## config.mk

```make
export PLATFORM = sky130hd
export DESIGN_NAME = dcs_channel
export DESIGN_NICKNAME = d
export VERILOG_FILES = /design/src/hdl/dcs_pkg.sv /design/src/hdl/dcs_channel.sv
export SDC_FILE = /design/constraint.sdc
export NUM_CORES = 1
export LEC_CHECK = 0
export ABC_AREA = 1
export BUFFER_PORTS_ARGS = -buffer_cell sky130_fd_sc_hd__buf_2
export CORE_ASPECT_RATIO = 2
export CORE_MARGIN = 2
export CORE_UTILIZATION = 48
export CTS_CLUSTER_DIAMETER = 150
export DETAILED_ROUTE_END_ITERATION = 7
export GPL_TIMING_DRIVEN = 1
export PLACE_DENSITY = 0.68
export REMOVE_ABC_BUFFERS = 1
export SKIP_CTS_REPAIR_TIMING = 1
export SLEW_MARGIN = 20
export SYNTH_ARGS = -nofsm -noshare
export SYNTH_HDL_FRONTEND = slang
export SYNTH_SLANG_ARGS = --single-unit
```

## constraint.sdc

```tcl
create_clock -name CLK_SYS -period 4.88 [get_ports CLK_SYS]
set_input_delay 0.488 -clock CLK_SYS [delete_from_list [all_inputs] [get_ports CLK_SYS]]
set_output_delay 0.488 -clock CLK_SYS [all_outputs]
set_load 0.01 [all_outputs]
```

## src/hdl/dcs_pkg.sv

```systemverilog
// package for the dma channel status and addressing block
// assumes one system clock and a synchronous active-high reset
package dcs_pkg;
    // register byte offsets on the avalon slave
    localparam logic [4:0] DCS_OFS_INT = 5'h00;
    localparam logic [4:0] DCS_OFS_SSA = 5'h04;
    localparam logic [4:0] DCS_OFS_DSA = 5'h08;
    localparam logic [4:0] DCS_OFS_SSIZ = 5'h0C;
    localparam logic [4:0] DCS_OFS_CTL = 5'h10;
    localparam logic [4:0] DCS_OFS_DCSIZ = 5'h14;
    localparam logic [4:0] DCS_OFS_PTR = 5'h18;

    // event flag bit positions, enables sit DCS_IEN_POS higher
    localparam int DCS_F_AERR = 0;
    localparam int DCS_F_ABORT = 1;
    localparam int DCS_F_CELL = 2;
    localparam int DCS_F_BLOCK = 3;
    localparam int DCS_F_HALF = 4;
    localparam int DCS_NFLAG = 5;
    localparam int DCS_IEN_POS = 16;

    // control register fields
    localparam int DCS_C_ON = 0;
    localparam int DCS_C_FORCE = 1;
    localparam int DCS_C_ABORT_IRQ_EN = 3;
    localparam int DCS_C_PAT_ABORT_EN = 5;
    localparam int DCS_C_BUSY = 15;
    localparam int DCS_C_SEL = 16;

    // reset values and the 64 KiB size that a zero size field stands for
    localparam logic [7:0] DCS_AIRQ_SEL_RST = 8'hFF;
    localparam logic [31:0] DCS_ADDR_RST = 32'h0000_0000;
    localparam logic [16:0] DCS_SIZE_MAX = 17'h1_0000;

    typedef enum logic [1:0] {DCS_IDLE, DCS_READ, DCS_WRITE} dcs_fsm_t;

    // one request on the byte memory bus
    typedef struct packed {
        logic req;
        logic we;
        logic [31:0] addr;
        logic [7:0] wdata;
    } dcs_mem_t;

    typedef struct packed {
        dcs_fsm_t fsm;
        logic [DCS_NFLAG-1:0] flag;
        logic [DCS_NFLAG-1:0] ien;
        logic [31:0] ssa;
        logic [31:0] dsa;
        logic [15:0] ssize;
        logic [15:0] dsize;
        logic [15:0] csize;
        logic on;
        logic airq_en;
        logic pat_en;
        logic [7:0] airq_sel;
        logic [15:0] sptr;
        logic [15:0] dptr;
        logic [16:0] bcnt;
        logic [16:0] ccnt;
        dcs_mem_t mem;
        logic ack;
        logic [31:0] rdata;
    } dcs_state_t;
endpackage

```

## src/hdl/dcs_channel.sv

```systemverilog
// one dma channel: event flags, start addresses, sizes and byte mover
// assumes memory bus, irq and pattern inputs share CLK_SYS
module dcs_channel (
    // clock and reset
    input wire logic CLK_SYS,
    input wire logic RST,
    // avalon-mm register slave
    input wire logic [4:0] AVS_ADDRESS,
    input wire logic AVS_READ,
    input wire logic AVS_WRITE,
    input wire logic [3:0] AVS_BYTEENABLE,
    input wire logic [31:0] AVS_WRITEDATA,
    output logic [31:0] AVS_READDATA,
    output logic AVS_WAITREQUEST,
    // byte memory master
    output dcs_pkg::dcs_mem_t MEM,
    input wire logic MEM_ACK,
    input wire logic MEM_ERR,
    input wire logic [7:0] MEM_RDATA,
    // system events
    input wire logic IRQ_VALID,
    input wire logic [7:0] IRQ_NUM,
    input wire logic PAT_MATCH,
    // channel interrupt
    output logic IRQ
);
    dcs_pkg::dcs_state_t st;
    dcs_pkg::dcs_state_t nx;
    localparam int DCS_NFLAG_W = dcs_pkg::DCS_NFLAG;
    logic [DCS_NFLAG_W-1:0] set;
    logic req;
    logic wr;
    logic abort;
    logic [16:0] ss_eff;
    logic [16:0] ds_eff;
    logic [16:0] cs_eff;
    logic [16:0] blk_end;
    logic [16:0] s1;
    logic [16:0] d1;
    logic [16:0] b1;
    logic [16:0] c1;
    logic [31:0] m;
    logic [31:0] rb;
    logic [31:0] ctl_rb;

    function automatic logic [31:0] merge(input logic [31:0] old,
                                          input logic [31:0] wd,
                                          input logic [3:0] be);
        logic [31:0] r;
        r = old;
        for (int i = 0; i < 4; i++) begin
            if (be[i]) begin
                r[8*i +: 8] = wd[8*i +: 8];
            end
        end
        return r;
    endfunction

    // zero in a size field stands for the full 64 KiB
    assign ss_eff = (st.ssize == 16'h0000) ? dcs_pkg::DCS_SIZE_MAX
                                           : {1'b0, st.ssize};
    assign ds_eff = (st.dsize == 16'h0000) ? dcs_pkg::DCS_SIZE_MAX
                                           : {1'b0, st.dsize};
    assign cs_eff = (st.csize == 16'h0000) ? dcs_pkg::DCS_SIZE_MAX
                                           : {1'b0, st.csize};
    assign blk_end = (ss_eff > ds_eff) ? ss_eff : ds_eff;
    assign s1 = {1'b0, st.sptr} + 17'h0_0001;
    assign d1 = {1'b0, st.dptr} + 17'h0_0001;
    assign b1 = st.bcnt + 17'h0_0001;
    assign c1 = st.ccnt + 17'h0_0001;

    assign req = AVS_READ || AVS_WRITE;
    assign AVS_WAITREQUEST = req && !st.ack;
    assign wr = AVS_WRITE && st.ack;
    assign AVS_READDATA = st.rdata;
    assign MEM = st.mem;
    assign IRQ = |(st.flag & st.ien);

    always_comb begin
        ctl_rb = 32'h0000_0000;
        ctl_rb[dcs_pkg::DCS_C_ON] = st.on;
        ctl_rb[dcs_pkg::DCS_C_ABORT_IRQ_EN] = st.airq_en;
        ctl_rb[dcs_pkg::DCS_C_PAT_ABORT_EN] = st.pat_en;
        ctl_rb[dcs_pkg::DCS_C_BUSY] = (st.fsm != dcs_pkg::DCS_IDLE);
        ctl_rb[dcs_pkg::DCS_C_SEL +: 8] = st.airq_sel;
        rb = 32'h0000_0000;
        unique case (AVS_ADDRESS)
            dcs_pkg::DCS_OFS_INT: begin
                rb[DCS_NFLAG_W-1:0] = st.flag;
                rb[dcs_pkg::DCS_IEN_POS +: DCS_NFLAG_W] = st.ien;
            end
            dcs_pkg::DCS_OFS_SSA: rb = st.ssa;
            dcs_pkg::DCS_OFS_DSA: rb = st.dsa;
            dcs_pkg::DCS_OFS_SSIZ: rb = {16'h0000, st.ssize};
            dcs_pkg::DCS_OFS_CTL: rb = ctl_rb;
            dcs_pkg::DCS_OFS_DCSIZ: rb = {st.csize, st.dsize};
            dcs_pkg::DCS_OFS_PTR: rb = {st.sptr, st.dptr};
            default: rb = 32'h0000_0000;
        endcase
    end

    always_comb begin
        nx = st;
        set = '0;
        abort = 1'b0;
        m = merge(rb, AVS_WRITEDATA, AVS_BYTEENABLE);
        nx.ack = req && !st.ack;
        if (req && !st.ack) begin
            nx.rdata = AVS_READ ? rb : 32'h0000_0000;
        end

        // register writes, taken in the cycle waitrequest is low
        if (wr) begin
            unique case (AVS_ADDRESS)
                dcs_pkg::DCS_OFS_INT: begin
                    nx.ien = m[dcs_pkg::DCS_IEN_POS +: DCS_NFLAG_W];
                    if (AVS_BYTEENABLE[0]) begin
                        // a zero written clears, a one keeps
                        nx.flag = st.flag
                                  & AVS_WRITEDATA[DCS_NFLAG_W-1:0];
                    end
                end
                dcs_pkg::DCS_OFS_SSA: nx.ssa = m;
                dcs_pkg::DCS_OFS_DSA: nx.dsa = m;
                dcs_pkg::DCS_OFS_SSIZ: nx.ssize = m[15:0];
                dcs_pkg::DCS_OFS_CTL: begin
                    nx.on = m[dcs_pkg::DCS_C_ON];
                    nx.airq_en = m[dcs_pkg::DCS_C_ABORT_IRQ_EN];
                    nx.pat_en = m[dcs_pkg::DCS_C_PAT_ABORT_EN];
                    nx.airq_sel = m[dcs_pkg::DCS_C_SEL +: 8];
                end
                dcs_pkg::DCS_OFS_DCSIZ: begin
                    nx.dsize = m[15:0];
                    nx.csize = m[31:16];
                end
                default: begin
                end
            endcase
        end

        // byte mover: read one source byte, write it to the destination
        unique case (st.fsm)
            dcs_pkg::DCS_IDLE: begin
                if (wr && AVS_ADDRESS == dcs_pkg::DCS_OFS_CTL
                    && AVS_BYTEENABLE[0]
                    && AVS_WRITEDATA[dcs_pkg::DCS_C_FORCE] && nx.on) begin
                    nx.fsm = dcs_pkg::DCS_READ;
                    nx.ccnt = 17'h0_0000;
                    nx.mem.req = 1'b1;
                    nx.mem.we = 1'b0;
                    nx.mem.addr = st.ssa + {16'h0000, st.sptr};
                end
            end
            dcs_pkg::DCS_READ: begin
                if (MEM_ACK && !MEM_ERR) begin
                    nx.fsm = dcs_pkg::DCS_WRITE;
                    nx.mem.we = 1'b1;
                    nx.mem.addr = st.dsa + {16'h0000, st.dptr};
                    nx.mem.wdata = MEM_RDATA;
                end
            end
            dcs_pkg::DCS_WRITE: begin
                if (MEM_ACK && !MEM_ERR) begin
                    nx.sptr = (s1 == ss_eff) ? 16'h0000 : s1[15:0];
                    nx.dptr = (d1 == ds_eff) ? 16'h0000 : d1[15:0];
                    nx.bcnt = b1;
                    nx.ccnt = c1;
                    if (d1 == (ds_eff >> 1)) begin
                        set[dcs_pkg::DCS_F_HALF] = 1'b1;
                    end
                    nx.mem.req = 1'b0;
                    nx.fsm = dcs_pkg::DCS_IDLE;
                    if (b1 == blk_end) begin
                        // block finished: channel stops and rewinds
                        set[dcs_pkg::DCS_F_BLOCK] = 1'b1;
                        // the last byte may also close a cell
                        if (c1 == cs_eff) begin
                            set[dcs_pkg::DCS_F_CELL] = 1'b1;
                        end
                        nx.on = 1'b0;
                        nx.sptr = 16'h0000;
                        nx.dptr = 16'h0000;
                        nx.bcnt = 17'h0_0000;
                    end else if (c1 == cs_eff) begin
                        set[dcs_pkg::DCS_F_CELL] = 1'b1;
                    end else if (nx.on) begin
                        nx.fsm = dcs_pkg::DCS_READ;
                        nx.mem.req = 1'b1;
                        nx.mem.we = 1'b0;
                        nx.mem.addr = st.ssa + {16'h0000, nx.sptr};
                    end
                end
            end
        endcase

        // error response on either source or destination access
        if (st.mem.req && MEM_ERR) begin
            set[dcs_pkg::DCS_F_AERR] = 1'b1;
            abort = 1'b1;
        end
        if (IRQ_VALID && st.airq_en && IRQ_NUM == st.airq_sel) begin
            set[dcs_pkg::DCS_F_ABORT] = 1'b1;
            abort = 1'b1;
        end
        if (PAT_MATCH && st.fsm != dcs_pkg::DCS_IDLE) begin
            set[dcs_pkg::DCS_F_BLOCK] = 1'b1;
            if (st.pat_en) begin
                abort = 1'b1;
            end
        end
        if (abort) begin
            // drop any bus request and rewind the channel
            nx.fsm = dcs_pkg::DCS_IDLE;
            nx.mem.req = 1'b0;
            nx.on = 1'b0;
            nx.sptr = 16'h0000;
            nx.dptr = 16'h0000;
            nx.bcnt = 17'h0_0000;
            nx.ccnt = 17'h0_0000;
        end
        // a hardware set beats a software clear in the same cycle
        nx.flag = nx.flag | set;
    end

    always_ff @(posedge CLK_SYS) begin
        if (RST) begin
            st <= '0;
            st.ssa <= dcs_pkg::DCS_ADDR_RST;
            st.dsa <= dcs_pkg::DCS_ADDR_RST;
            st.airq_sel <= dcs_pkg::DCS_AIRQ_SEL_RST;
        end else begin
            st <= nx;
        end
    end

    logic wr_int;
    assign wr_int = wr && AVS_ADDRESS == dcs_pkg::DCS_OFS_INT;
endmodule

```

# --- Yosys cells after proc, flatten, opt, wreduce, memory -nomap -nowiden ---
# Cells that the tools add are included.
word_totals:
  register_bits: 276
  inputBits: 65
op_classes:
  add_sub_neg: 7
  magnitude_cmp: 1
  eq_ne: 20
  mux: 53
  bitwise_logic: 3
  n_reduce_logical: 34
ops:
  columns: ["cell", "count"]
  rows:
  - ["2-to-1 mux 133 bit", 1]
  - ["2-to-1 mux 32 bit", 4]
  - ["2-to-1 mux 34 bit", 3]
  - ["2-to-1 mux 51 bit", 2]
  - ["case mux 33 bit (3 select lines)", 1]
  - ["adder 32 x 16 -> 32 bit", 3]
  - ["equality test 17 bit", 4]
  - ["2-to-1 mux 17 bit", 4]
  - ["case mux 11 bit (6 select lines)", 1]
  - ["case mux 11 bit (5 select lines)", 1]
  - ["2-to-1 mux 49 bit", 1]
  - ["logical NOT 16 bit", 3]
  - ["2-to-1 mux 16 bit", 3]
  - ["2-to-1 mux 41 bit", 1]
  - ["case mux 18 bit (2 select lines)", 1]
  - ["case mux 5 bit (7 select lines)", 1]
  - ["adder 16 x 1 -> 17 bit, second input constant", 2]
  - ["adder 17 x 1 -> 17 bit, second input constant", 2]
  - ["2-to-1 mux 8 bit", 4]
  - ["case mux 5 bit (6 select lines)", 1]
  - ["equality test 17 x 16 -> 1 bit", 1]
  - ["> comparator 17 bit", 1]
  - ["AND reduction 2 bit", 8]
  - ["equality test 5 bit, second input constant", 3]
  - ["25 further kinds", 62]

# --- Depth between registers and ports, before layout ---
# Gate-level depths: netlist (run 1).
logic_depth:
  word_depth: 10
  mapped_depth: 33

# --- Least setup slack after synthesis (run 1) ---
# OpenSTA, ideal clock, no wires.
synth_timing:
  path_type: "register to register"
  start: "reg st[125] (netlist bit)"
  end: "reg st, in the netlist MEM[36]"
  setup_ps: 115
  arrival_ps: 4305
  setup_slack_ps: 461
  path_stages_with_launch: 34
  path_buffers: 0
  cell_sequence: "dfxtp_1 ha_1 nand2_1 nor3_1 nand2_1 nor2_1 nand4_1 inv_1 nand2_1 xor2_1 xor2_1 nand3_1 nor2_1 nand2_2 nand2_1 inv_1 ha_1 inv_1 fa_1 nand3b_1 nand2_1 inv_1 o21a_1 o21ai_0 inv_1 o21ai_1 nand2_1 nor2_1 xor2_1 nor2_1 nand2_1 a21oi_1 nor2_1 nor2_1"
synth_between:
  elab_chain_len: 9
  word_cells_on_any_way: 11
  classes_between: "3 x add/sub; 1 x eq/ne; 7 x mux"
synth_rtl:
  columns: ["element", "line_no", "text"]
  rows:
  - ["start: declaration", "dcs_channel.sv:27", "dcs_pkg::dcs_state_t st;"]
  - ["start signal: assignment", "dcs_channel.sv:232", "st <= nx;"]
  - ["adder 16 x 1 -> 17 bit", "dcs_channel.sv:67", "assign s1 = {1'b0, st.sptr} + 17'h0_0001;"]
  - ["equality test 17 bit", "dcs_channel.sv:164", "nx.sptr = (s1 == ss_eff) ? 16'h0000 : s1[15:0];"]
  - ["2-to-1 mux 16 bit", "dcs_channel.sv:164", null]
  - ["adder 32 x 16 -> 32 bit", "dcs_channel.sv:190", "nx.mem.addr = st.ssa + {16'h0000, nx.sptr};"]
  - ["2-to-1 mux 34 bit", "dcs_channel.sv:186", "end else if (nx.on) begin"]
  - ["2-to-1 mux 34 bit", "dcs_channel.sv:184", "end else if (c1 == cs_eff) begin"]
  - ["2-to-1 mux 34 bit", "dcs_channel.sv:173", "if (b1 == blk_end) begin"]
  - ["2-to-1 mux 51 bit", "dcs_channel.sv:163", "if (MEM_ACK && !MEM_ERR) begin"]
  - ["case mux 33 bit (3 select lines) *", "dcs_channel.sv:142", "unique case (st.fsm)"]
# Every way passes the cells marked *; elsewhere a longest branch is shown, timed or not. The select of a mux whose other input is x is not followed.
# A chain may end at the register's enable or synchronous reset.

# --- Worst setup path in the final report (run 1) ---
layout_timing:
  start: "reg st[197] (netlist bit)"
  end: "reg st, in the netlist MEM[24]"
layout_between:
  elab_chain_len: 10
  word_cells_on_any_way: 15
  classes_between: "1 x add/sub; 1 x order compare; 3 x eq/ne; 8 x mux; 2 x reduce/logical"
layout_rtl:
  columns: ["element", "line_no", "text"]
  rows:
  - ["logical NOT 16 bit", "dcs_channel.sv:60", "assign ss_eff = (st.ssize == 16'h0000) ? dcs_pkg::DCS_SIZE_MAX"]
  - ["2-to-1 mux 17 bit *", "dcs_channel.sv:60", null]
  - ["equality test 17 bit", "dcs_channel.sv:164", null]
  - ["2-to-1 mux 16 bit", "dcs_channel.sv:164", null]
  - ["adder 32 x 16 -> 32 bit", "dcs_channel.sv:190", null]
  - ["2-to-1 mux 34 bit", "dcs_channel.sv:186", null]
  - ["2-to-1 mux 34 bit", "dcs_channel.sv:184", null]
  - ["2-to-1 mux 34 bit", "dcs_channel.sv:173", null]
  - ["2-to-1 mux 51 bit", "dcs_channel.sv:163", null]
  - ["case mux 33 bit (3 select lines)", "dcs_channel.sv:142", null]
# Marked as above.

==> results of run 1 <==
routing by layer:
layer / wire [um] / vias up
met5: 0 / -
met4: 10600 / 0
met3: 3680 / 403
met2: 41800 / 840
met1: 25200 / 9515
li1: - / 9758
placed cells by master, fill, tap and decap left out, drive strengths merged, types with 2 or more instances in the layout:
master    netlist  layout
nand2         573     573
a21oi         335     335
o21ai         312     312
inv           302     302
dfxtp         276     276
nor2          262     262
buf           104     248
nand3         181     181
xor2          107     107
ha             73      73
nor3           63      63
clkbuf        107      40
nand4          35      35
o22ai          28      28
xnor2          22      22
nor4           20      20
or2            17      17
a221oi         13      13
nand3b         12      12
o211ai         10      10
clkinv          6      10
a31oi           9       9
a211oi          9       9
o2111ai         6       6
a21o            5       5
mux2i           5       5
o211a           4       4
bufinv          0       4
o21a            3       3
fa              3       3
o21bai          2       2
a21boi          2       2
a22o            2       2
clkinvlp        0       2
power by group through the flow:
stage	Combinational, mW	Clock, mW	Sequential (mW)
floorplan	0.303	0	2.36
global placement	0.538	0	2.37
detailed placement	0.547	0	2.37
CTS	0.548	2.41	2.32
global route	0.606	2.49	2.32
finish	0.557	2.38	2.32
cell families after synthesis:
group / count (synthesis) / share of synthesized area (%)
muxes: 5 / 0.261
and+or+nand+nor: 1166 / 27.0
buffers and inverters: 519 / 12.1
xor gates and xnor gates: 129 / 5.93
DFF: 276 / 28.8
AOI/OAI and AO/OA: 744 / 20.8
adders and majority gates: 76 / 5.08
flip-flops by register name, summed over array words and instances, names as in the netlist:
register      flops
st              191
MEM              42
AVS_READDATA     32
ctl_rb           11
area by class of cell:
class | instances | area [um^2]
fillers | 4068 | 18100
multi-input cells | 2120 | 11500
flip-flops and latches | 276 | 5530
repair buffers | 248 | 1570
inverters | 308 | 1160
clock buffers | 40 | 815
well taps | 525 | 657
clock inverters | 10 | 174
worst max path at each step:
stage                                      end  slack, ns  cells past startpoint
after global placement    MEM[34]$_SDFFE_PP0P_       0.16                     33
after detailed placement  MEM[34]$_SDFFE_PP0P_       0.08                     33
after CTS                 MEM[34]$_SDFFE_PP0P_       0.03                     33
after global routing      MEM[35]$_SDFFE_PP0P_      -0.02                     33
final                     MEM[24]$_SDFFE_PP0P_       0.30                     25
after floorplan            st[81]$_SDFFE_PP0P_      -0.81                     10
worst reg2reg max path: cells and delay by family (launching register included):
family	cells	cell delay [ns]
and+or+nand+nor	19	3.00
buffers and inverters	3	0.47
DFF	1	0.47
adders and majority gates	1	0.31
AOI/OAI and AO/OA	2	0.22
per-stage QoR:
step / util, % / hold WS, ns
final: 54.2 / 0.142
after global routing: 54.2 / 0.147
after CTS: 53.8 / 0.122
after detailed placement: 51.3 / 0.455
after global placement: 51.3 / 0.450
after floorplan: - / 0.436
==> metrics.md, run 1 <==
| Metric | Value |
|---|---|
| Post-synthesis sequential area ratio | `28.8%` |
| Design Area, Final | `21400 um^2` |
| Syn Std Cell Area | `19200 um^2` |
| Synth area leaders | `dfxtp_1 29%, nand2_1 11%, a21oi_1 8.7%, o21ai_0 7.4%, inv_1 5.6%` |
| Seq cells post-synth | `276` |
| GRT busiest layer | `met2` |
| Drt wl/cell | `23.0 um` |
| Final RePlAce weighted congestion | `1.01` |
| Global-route usage over all layers | `37.8%` |
| Area Growth Syn to Fin | `11.5%` |
| Grt met3 use | `4.21%` |
| EDFF count, synth | `0` |
| Final TNS setup | `0 ns` |
| Worst skew pair latency | `0.60 ns` |
| Worst slew pin tran | `0.964 ns` |
| # H-tree levels | `1` |
| WP data required | `5.37 ns` |
| Fraction of layout cells with a size suffix above 1 | `13.7%` |
| Startpoint class of the critical path | `flop` |
| I/O Buffers | `140` |
| P per Cell Area | `246 nW/um^2` |
| CP top delay family | `simple AND/OR/NAND/NOR gates` |
| Final setup viols | `0` |
| Met2 Resource Use GR | `70.4%` |
| Die Area | `41700 um^2` |
| Inst Count DP | `3474` |
| Nets | `3122` |
| Slew margin rel. | `35.8%` |
| Clock Skew | `0.0302 ns` |
| DR DRC count | `0` |
| Combinational share of power | `10.6%` |
| Hold Crit Class | `primary input to flop` |
| Vias | `20.5k` |
| First-pass GRT wire length | `120000 um` |
| Initial core utilization | `48.6%` |
| Chip width | `145 um` |
| Syn_area_per_cell | `6.58 um^2` |
| Worst r2r dst | `MEM[24]$_SDFFE_PP0P_` |
| Ant diodes | `0` |
| Top cell by count, worst path | `nand2_1` |
| Leak | `9.27 nW` |
| IO Count | `141` |
| Vias/cell | `5.82` |
| Initial antenna violation count | `0` |
| Seq pwr share | `44.1%` |
| DRT iter0 DRCs | `1284` |
| Met1 Resource Use GR | `33.2%` |
| Core Region | `39400 um^2` |
| Placed cell areas | `20200 um^2` |
| Post-synth top cells | `564 x nand2_1, 332 x a21oi_1, 287 x inv_1` |
| Buffers plus inverters on the worst setup path | `3` |
| Total chip power | `5.25 mW` |
| Register clock-pin slew on the reported worst setup and hold paths | `0.07 ns` |
| Vias in the first global route | `20.4k` |
| Hpwl dp | `63800 um` |
| Sw Ratio | `27.1%` |
| Hold EP | `MEM[1]$_SDFFE_PP0P_` |
| Antenna violation net count after detailed routing | `0` |
| Worst Setup End Kind | `flop` |
| Crit Path Max Fanout | `20` |
| Layout Cells excl Fill | `3527` |
| R2R Path Start | `st[197]$_SDFFE_PP0P_` |
| Post-synthesis cell count | `2915` |
| Slowest CP cell | `nor4_1` |
| Worst vdd ir | `354 uV` |
| Worst hold stages | `3` |
| R2R cell count | `25` |
| YS warnings | `0` |
| Wirelength, routed | `81300 um` |
| TritonCTS buffer count | `27` |
| Peak Freq | `218 MHz` |
| Worst Hold Launch | `MEM_RDATA[1]` |
| Maximum capacitance violations | `0` |
| Main flop type after synthesis | `dfxtp_1` |
| Die height | `287 um` |
| Cell-internal power | `3.83 mW` |
| Final min period | `4.58 ns` |
| Std cell rows | `103` |
| Synth async-reset ratio | `0%` |
| Total gr overflow | `0` |
| Crit share post-route | `93.9%` |
| Pre-Repair DR Iteration Count | `5` |
| CTS Buffer Depth | `3` |
| Crit path from | `st[197]$_SDFFE_PP0P_` |
| Clock share of power | `45.3%` |
| Most common cell in the netlist | `nand2_1` |
| Final hold violation count | `0` |
| Post-place setup slack | `0.0776 ns` |
| Synth area leader | `dfxtp_1` |
| Critical path type | `flop to flop` |
| Slowest Stage Delay on Critical Path | `0.56 ns` |
| Root Driver | `clkbuf_16` |
| Netlist cell types | `61` |
| Final setup margin | `0.297 ns` |
| CTS Sinks | `276` |
| Top cell type's share of synthesized area | `28.8%` |
| Crit path arrival time | `5.07 ns` |
| Largest net degree at the start of global routing | `84` |
| Pins over their slew limit | `0` |
| NetSw | `1.43 mW` |
| CTS tree | `yes` |
| Status | `completed` |
| R2R Setup Slk | `0.30 ns` |
Note: power is estimated with default switching activity, not from simulation.
==> inputs of run 2 (changes only) <==
Clock period 4.88 ns to 4.5 ns, I/O delays scaled along.
==> metrics.md, run 2 (synthesis results as in run 1) <==
| Metric | Value |
|---|---|
| # H-tree levels | `1 (unchanged)` |
| Met1 Wirelength | `25700 um (was 25200 um)` |
| Worst skew pair latency | `0.61 ns (was 0.60 ns)` |
| DRT iter0 DRCs | `1536 (was 1284)` |
| Final min period | `4.53 ns (was 4.58 ns)` |
| Slew margin rel. | `23.2% (was 35.8%)` |
| DR DRC count | `0 (unchanged)` |
| Antenna violation net count after detailed routing | `0 (unchanged)` |
| Register clock-pin slew on the reported worst setup and hold paths | `0.08 ns (was 0.07 ns)` |
| IO Count | `141 (unchanged)` |
| Status | `finished with violations (was completed)` |
| Peak Freq | `221 MHz (was 218 MHz)` |
| Std cell rows | `103 (unchanged)` |
| Clock Skew | `0.0296 ns (was 0.0302 ns)` |
| Startpoint class of the critical path | `flop (unchanged)` |
| Worst vdd ir | `358 uV (was 354 uV)` |
| Maximum capacitance violations | `0 (unchanged)` |
| Wirelength, routed | `82900 um (was 81300 um)` |
| Crit Path Max Fanout | `5 (was 20)` |
| Vias | `21.0k (was 20.5k)` |
| Total gr overflow | `0 (unchanged)` |
| Global-route usage over all layers | `38.1% (was 37.8%)` |
| Leak | `9.62 nW (was 9.27 nW)` |
| Root Driver | `clkbuf_16 (unchanged)` |
| Area Growth Syn to Fin | `15.6% (was 11.5%)` |
| Vias in the first global route | `20.5k (was 20.4k)` |
| Die Area | `41700 um^2 (unchanged)` |
| Highest routed layer | `met4 (unchanged)` |
| Slowest CP cell | `dfxtp_2 (was nor4_1)` |
| Top reg by flops | `st (unchanged)` |
| I/O Buffers | `140 (unchanged)` |
| Commonest non-fill, non-tap cells in the layout | `548 x nand2_1, 317 x a21oi_1, 280 x inv_1, 273 x dfxtp_1, 273 x o21ai_0 (was 560 x nand2_1, 329 x a21oi_1, 286 x inv_1, 281 x o21ai_0, 274 x dfxtp_1)` |
| Most common cell after layout, fill and taps aside | `nand2_1 (unchanged)` |
| Slowest Stage Delay on Critical Path | `0.37 ns (was 0.56 ns)` |
| Initial antenna violation count | `0 (unchanged)` |
| Final setup margin | `-0.0303 ns (was 0.297 ns)` |
| Top cell by count, worst path | `inv_2 (was nand2_1)` |
| Nets | `3177 (was 3122)` |
| Hpwl dp | `64100 um (was 63800 um)` |
| Pins over their slew limit | `0 (unchanged)` |
| P per Cell Area | `260 nW/um^2 (was 246 nW/um^2)` |
| Largest register FFs | `191 (unchanged)` |
| Worst Setup End Kind | `flop (unchanged)` |
| Core Region | `39400 um^2 (unchanged)` |
| Vias/cell | `5.86 (was 5.82)` |
| TritonCTS buffer count | `29 (was 27)` |
| First-pass GRT wire length | `120000 um (about the same)` |
| Inst Count DP | `3517 (was 3474)` |
| WP data required | `5.03 ns (was 5.37 ns)` |
| Crit share post-route | `101% (was 93.9%)` |
| Wire length on met3 | `3970 um (was 3680 um)` |
| Final TNS setup | `-0.109 ns (was 0 ns)` |
| Failing checks | `negative setup slack` |
| # fillers | `3976 (was 4068)` |
| Crit path arrival time | `5.06 ns (was 5.07 ns)` |
| DR WL met2 | `42200 um (was 41800 um)` |
| Final setup viols | `5 (was 0)` |
| Critical path type | `flop to flop (unchanged)` |
| Initial core utilization | `48.6% (unchanged)` |
| Unrepaired setup endpoints after global routing | `true` |
| Worst slew pin tran | `1.15 ns (was 0.964 ns)` |
| Final RePlAce weighted congestion | `1.03 (was 1.01)` |
| CTS tree | `yes (unchanged)` |
| CTS Buffer Depth | `3 (unchanged)` |
| Hold slack | `0.0699 ns (was 0.142 ns)` |
| CTS Sinks | `276 (unchanged)` |
| Chip width | `145 um (unchanged)` |
| Final hold violation count | `0 (unchanged)` |
| Pre-Repair DR Iteration Count | `5 (unchanged)` |
| Ant diodes | `0 (unchanged)` |
| Hold Crit Class | `primary input to flop (unchanged)` |
| Die height | `287 um (unchanged)` |
| Layout Cells excl Fill | `3583 (was 3527)` |
| Post-place setup slack | `-0.348 ns (was 0.0776 ns)` |
| Largest net degree at the start of global routing | `84 (unchanged)` |
| Fraction of layout cells with a size suffix above 1 | `17.2% (was 13.7%)` |
| Drt wl/cell | `23.1 um (was 23.0 um)` |
-- run 2: cell count changes in the layout (fill, tap and decap cells not counted), moves of 6 or more --
cell / delta
buf_4: +47
inv_1: -6
nand2_2: +6
nand2_1: -12
inv_2: +6
o21ai_0: -8
a21oi_2: +12
ha_1: -9
ha_4: +11
a21oi_1: -12
buf_6: +8
-- run 2: final timing paths --
path / start / to / cells after the start / slack (ns)
worst min-delay path: MEM_RDATA[3] / MEM[3]$_SDFFE_PP0P_ / 3 / 0.07
worst max register to register: st[126]$_SDFFE_PP0P_ / MEM[38]$_SDFFE_PP0P_ / 33 / -0.03
worst max-delay path: st[126]$_SDFFE_PP0P_ / MEM[38]$_SDFFE_PP0P_ / 33 / -0.03
worst min register to register: AVS_READDATA[18]$_SDFFE_PP0P_ / AVS_READDATA[18]$_SDFFE_PP0P_ / 2 / 0.46
-- run 2: worst max-delay path, delay by kind of cell (launching register included) --
| kind | cells | cell delay [ns] |
|---|---|---|
| DFF | 1 | 0.37 |
| buffers and inverters | 7 | 0.70 |
| and+or+nand+nor | 16 | 1.63 |
| AOI/OAI and AO/OA | 4 | 0.70 |
| xor gates and xnor gates | 3 | 0.47 |
| adders and majority gates | 3 | 0.61 |
-- run 2: report_power, final --
part / total, mW / internal [mW] / switching, mW
logic: 0.610 / 0.183 / 0.427
registers: 2.51 / 2.48 / 0.0320
clock network: 2.63 / 1.44 / 1.19
-- run 2: metal layers --
| metal | GRT usage (%) | up-vias |
|---|---|---|
| met5 | 0 | - |
| met4 | 41.0 | 0 |
| met3 | 4.90 | 459 |
| met2 | 70.5 | 910 |
| met1 | 33.6 | 9782 |
| li1 | - | 9848 |
-- run 2: stage by stage --
step	total power, mW	util [%]	cell area (um^2)
after floorplan	2.89	-	18000
after global placement	3.15	52.1	20500
after detailed placement	3.16	52.1	20500
after CTS	5.75	54.6	21500
after global routing	5.90	56.2	22200
final	5.75	56.2	22200
-- run 2: cell type report --
| type | count | area [um^2] | share of cell area, % |
|---|---|---|---|
| Multi-Input combinational cell | 2120 | 11900 | 53.5 |
| Sequential cell | 276 | 5530 | 24.9 |
| Timing Repair Buffer | 301 | 1960 | 8.85 |
| Inverter | 308 | 1160 | 5.22 |
| Clock buffer | 35 | 788 | 3.56 |
| Tap cell | 525 | 657 | 2.96 |
| Clock inverter | 18 | 215 | 0.971 |
==> inputs of run 3 (changes only) <==
Clock period 4.5 ns to 4.8 ns, I/O delays scaled along.
==> metrics.md, run 3 (synthesis results as in run 1) <==
| Metric | Value |
|---|---|
| Status | `completed (was finished with violations)` |
| Slowest Stage Delay on Critical Path | `0.47 ns (was 0.37 ns)` |
| Worst Setup End Kind | `flop (unchanged)` |
| TritonCTS buffer count | `28 (was 29)` |
| IO Count | `141 (unchanged)` |
| Hold Crit Class | `primary input to flop (unchanged)` |
| Die height | `287 um (unchanged)` |
| Initial core utilization | `48.6% (unchanged)` |
| Crit path arrival time | `5.09 ns (was 5.06 ns)` |
| Antenna violation net count after detailed routing | `0 (unchanged)` |
| Most common cell after layout, fill and taps aside | `nand2_1 (unchanged)` |
| Crit Path Max Fanout | `45 (was 5)` |
| Final setup viols | `0 (was 5)` |
| Slowest CP cell | `nor4_2 (was dfxtp_2)` |
| Area Growth Syn to Fin | `12.4% (was 15.6%)` |
| Worst slew pin tran | `1.21 ns (was 1.15 ns)` |
| Clock Skew | `0.0265 ns (was 0.0296 ns)` |
| Vias in the first global route | `20.2k (was 20.5k)` |
| Crit share post-route | `96.1% (was 101%)` |
| First-pass GRT wire length | `121000 um (was 120000 um)` |
| Root Driver | `clkbuf_16 (unchanged)` |
| Total gr overflow | `0 (unchanged)` |
| CTS Sinks | `276 (unchanged)` |
| Pins over their slew limit | `0 (unchanged)` |
| Vias | `20.5k (was 21.0k)` |
| Commonest non-fill, non-tap cells in the layout | `556 x nand2_1, 328 x a21oi_1, 283 x inv_1, 277 x o21ai_0, 274 x dfxtp_1 (was 548 x nand2_1, 317 x a21oi_1, 280 x inv_1, 273 x dfxtp_1, 273 x o21ai_0)` |
| Placed cell areas | `20200 um^2 (was 20500 um^2)` |
| Vias/cell | `5.79 (was 5.86)` |
| Design Area, Final | `21600 um^2 (was 22200 um^2)` |
| Pre-Repair DR Iteration Count | `6 (was 5)` |
| CTS tree | `yes (unchanged)` |
| I/O Buffers | `140 (unchanged)` |
| Initial antenna violation count | `1 (was 0)` |
| Largest net degree at the start of global routing | `98 (was 84)` |
| Wirelength, routed | `82800 um (was 82900 um)` |
| Final hold violation count | `0 (unchanged)` |
| Slew margin rel. | `18.3% (was 23.2%)` |
| Std cell rows | `103 (unchanged)` |
| Worst skew pair latency | `0.59 ns (was 0.61 ns)` |
| Worst vdd ir | `289 uV (was 358 uV)` |
| Chip width | `145 um (unchanged)` |
| Final RePlAce weighted congestion | `1.00 (was 1.03)` |
| Top cell by count, worst path | `nand2_1 (was inv_2)` |
| Nets | `3131 (was 3177)` |
| Die Area | `41700 um^2 (unchanged)` |
| Fraction of layout cells with a size suffix above 1 | `14.6% (was 17.2%)` |
| # H-tree levels | `1 (unchanged)` |
| Top reg by flops | `st (unchanged)` |
| Hpwl dp | `64600 um (was 64100 um)` |
| Core Region | `39400 um^2 (unchanged)` |
| Register clock-pin slew on the reported worst setup and hold paths | `0.07 ns (was 0.08 ns)` |
| Leak | `9.32 nW (was 9.62 nW)` |
| Startpoint class of the critical path | `flop (unchanged)` |
| DRT iter0 DRCs | `1183 (was 1536)` |
| P per Cell Area | `249 nW/um^2 (was 260 nW/um^2)` |
| Largest register FFs | `191 (unchanged)` |
| Final min period | `4.61 ns (was 4.53 ns)` |
| Drt wl/cell | `23.4 um (was 23.1 um)` |
| Peak Freq | `217 MHz (was 221 MHz)` |
| FF+latch area | `5530 um^2 (about the same)` |
| DR DRC count | `0 (unchanged)` |
| Critical path type | `flop to flop (unchanged)` |
| Hold slack | `0.130 ns (was 0.0699 ns)` |
| CTS Buffer Depth | `3 (unchanged)` |
| Multi-input logic area | `11600 um^2 (was 11900 um^2)` |
| Maximum capacitance violations | `0 (unchanged)` |
| Global-route usage over all layers | `38.5% (was 38.1%)` |
| # fillers | `4071 (was 3976)` |
| WP data required | `5.27 ns (was 5.03 ns)` |
-- run 3: cell types whose count changed in the layout (fill, tap and decap cells not counted), sizes merged --
cell      before  now
buf          301  256
clkinvlp       5    1
clkinv        12   14
inv          306  304
bufinv         3    4
clkbuf        35   34
diode          0    1
-- run 3: worst max-delay path, delay by kind of cell (launching register included) --
| kind | cells | cell delay [ns] |
|---|---|---|
| AND/OR/NAND/NOR | 22 | 2.91 |
| buffers and inverters | 2 | 0.49 |
| AO/OA/AOI/OAI | 1 | 0.28 |
| flip-flops | 1 | 0.45 |
| adder cells (fa/ha/maj) | 1 | 0.31 |
-- run 3: routing by layer --
metal	routed length, um	GRT usage (%)	part of all wire (%)	up-vias
li1	-	-	-	9776
met1	25400	33.2	31	9502
met2	42800	72.2	52	785
met3	3830	5.36	4.6	413
met4	10800	41.3	13	0
met5	0	0	0	-
-- run 3: metrics by stage --
step	power, mW	TNS (ns)	std cells	util (%)	setup WS [ns]
5_1_grt	5.51	-0.119	3534	54.7	-0.0783
4_1_cts	5.38	-0.235	3526	53.8	-0.105
2_1_floorplan	2.71	-15.43	2704	-	-0.889
6_report	5.38	0	3535	54.7	0.186
3_3_place_gp	2.95	0	3477	51.3	0.00104
3_5_place_dp	2.96	-0.0940	3477	51.3	-0.0631
-- run 3: cell type report --
cell class	instances	area share, %
Multi-Input combinational cell	2120	53.8
Sequential cell	276	25.6
Timing Repair Buffer	256	7.53
Inverter	308	5.37
Clock buffer	34	3.64
Tap cell	525	3.05
Clock inverter	15	0.946
Antenna cell	1	0.0116
-- run 3: worst paths after layout --
kind                                      start                             to  cells past startpoint  slack (ns)
setup / recovery           st[197]$_SDFFE_PP0P_           MEM[31]$_SDFFE_PP0P_                     26        0.19
hold / removal                     MEM_RDATA[2]            MEM[2]$_SDFFE_PP0P_                      3        0.13
setup reg to reg           st[197]$_SDFFE_PP0P_           MEM[31]$_SDFFE_PP0P_                     26        0.19
hold reg to reg   AVS_READDATA[22]$_SDFFE_PP0P_  AVS_READDATA[22]$_SDFFE_PP0P_                      2        0.46
-- run 3: where the power goes --
group	internal, mW	switching (mW)
Clock	1.38	1.07
Combinational	0.169	0.402
Sequential	2.32	0.0310
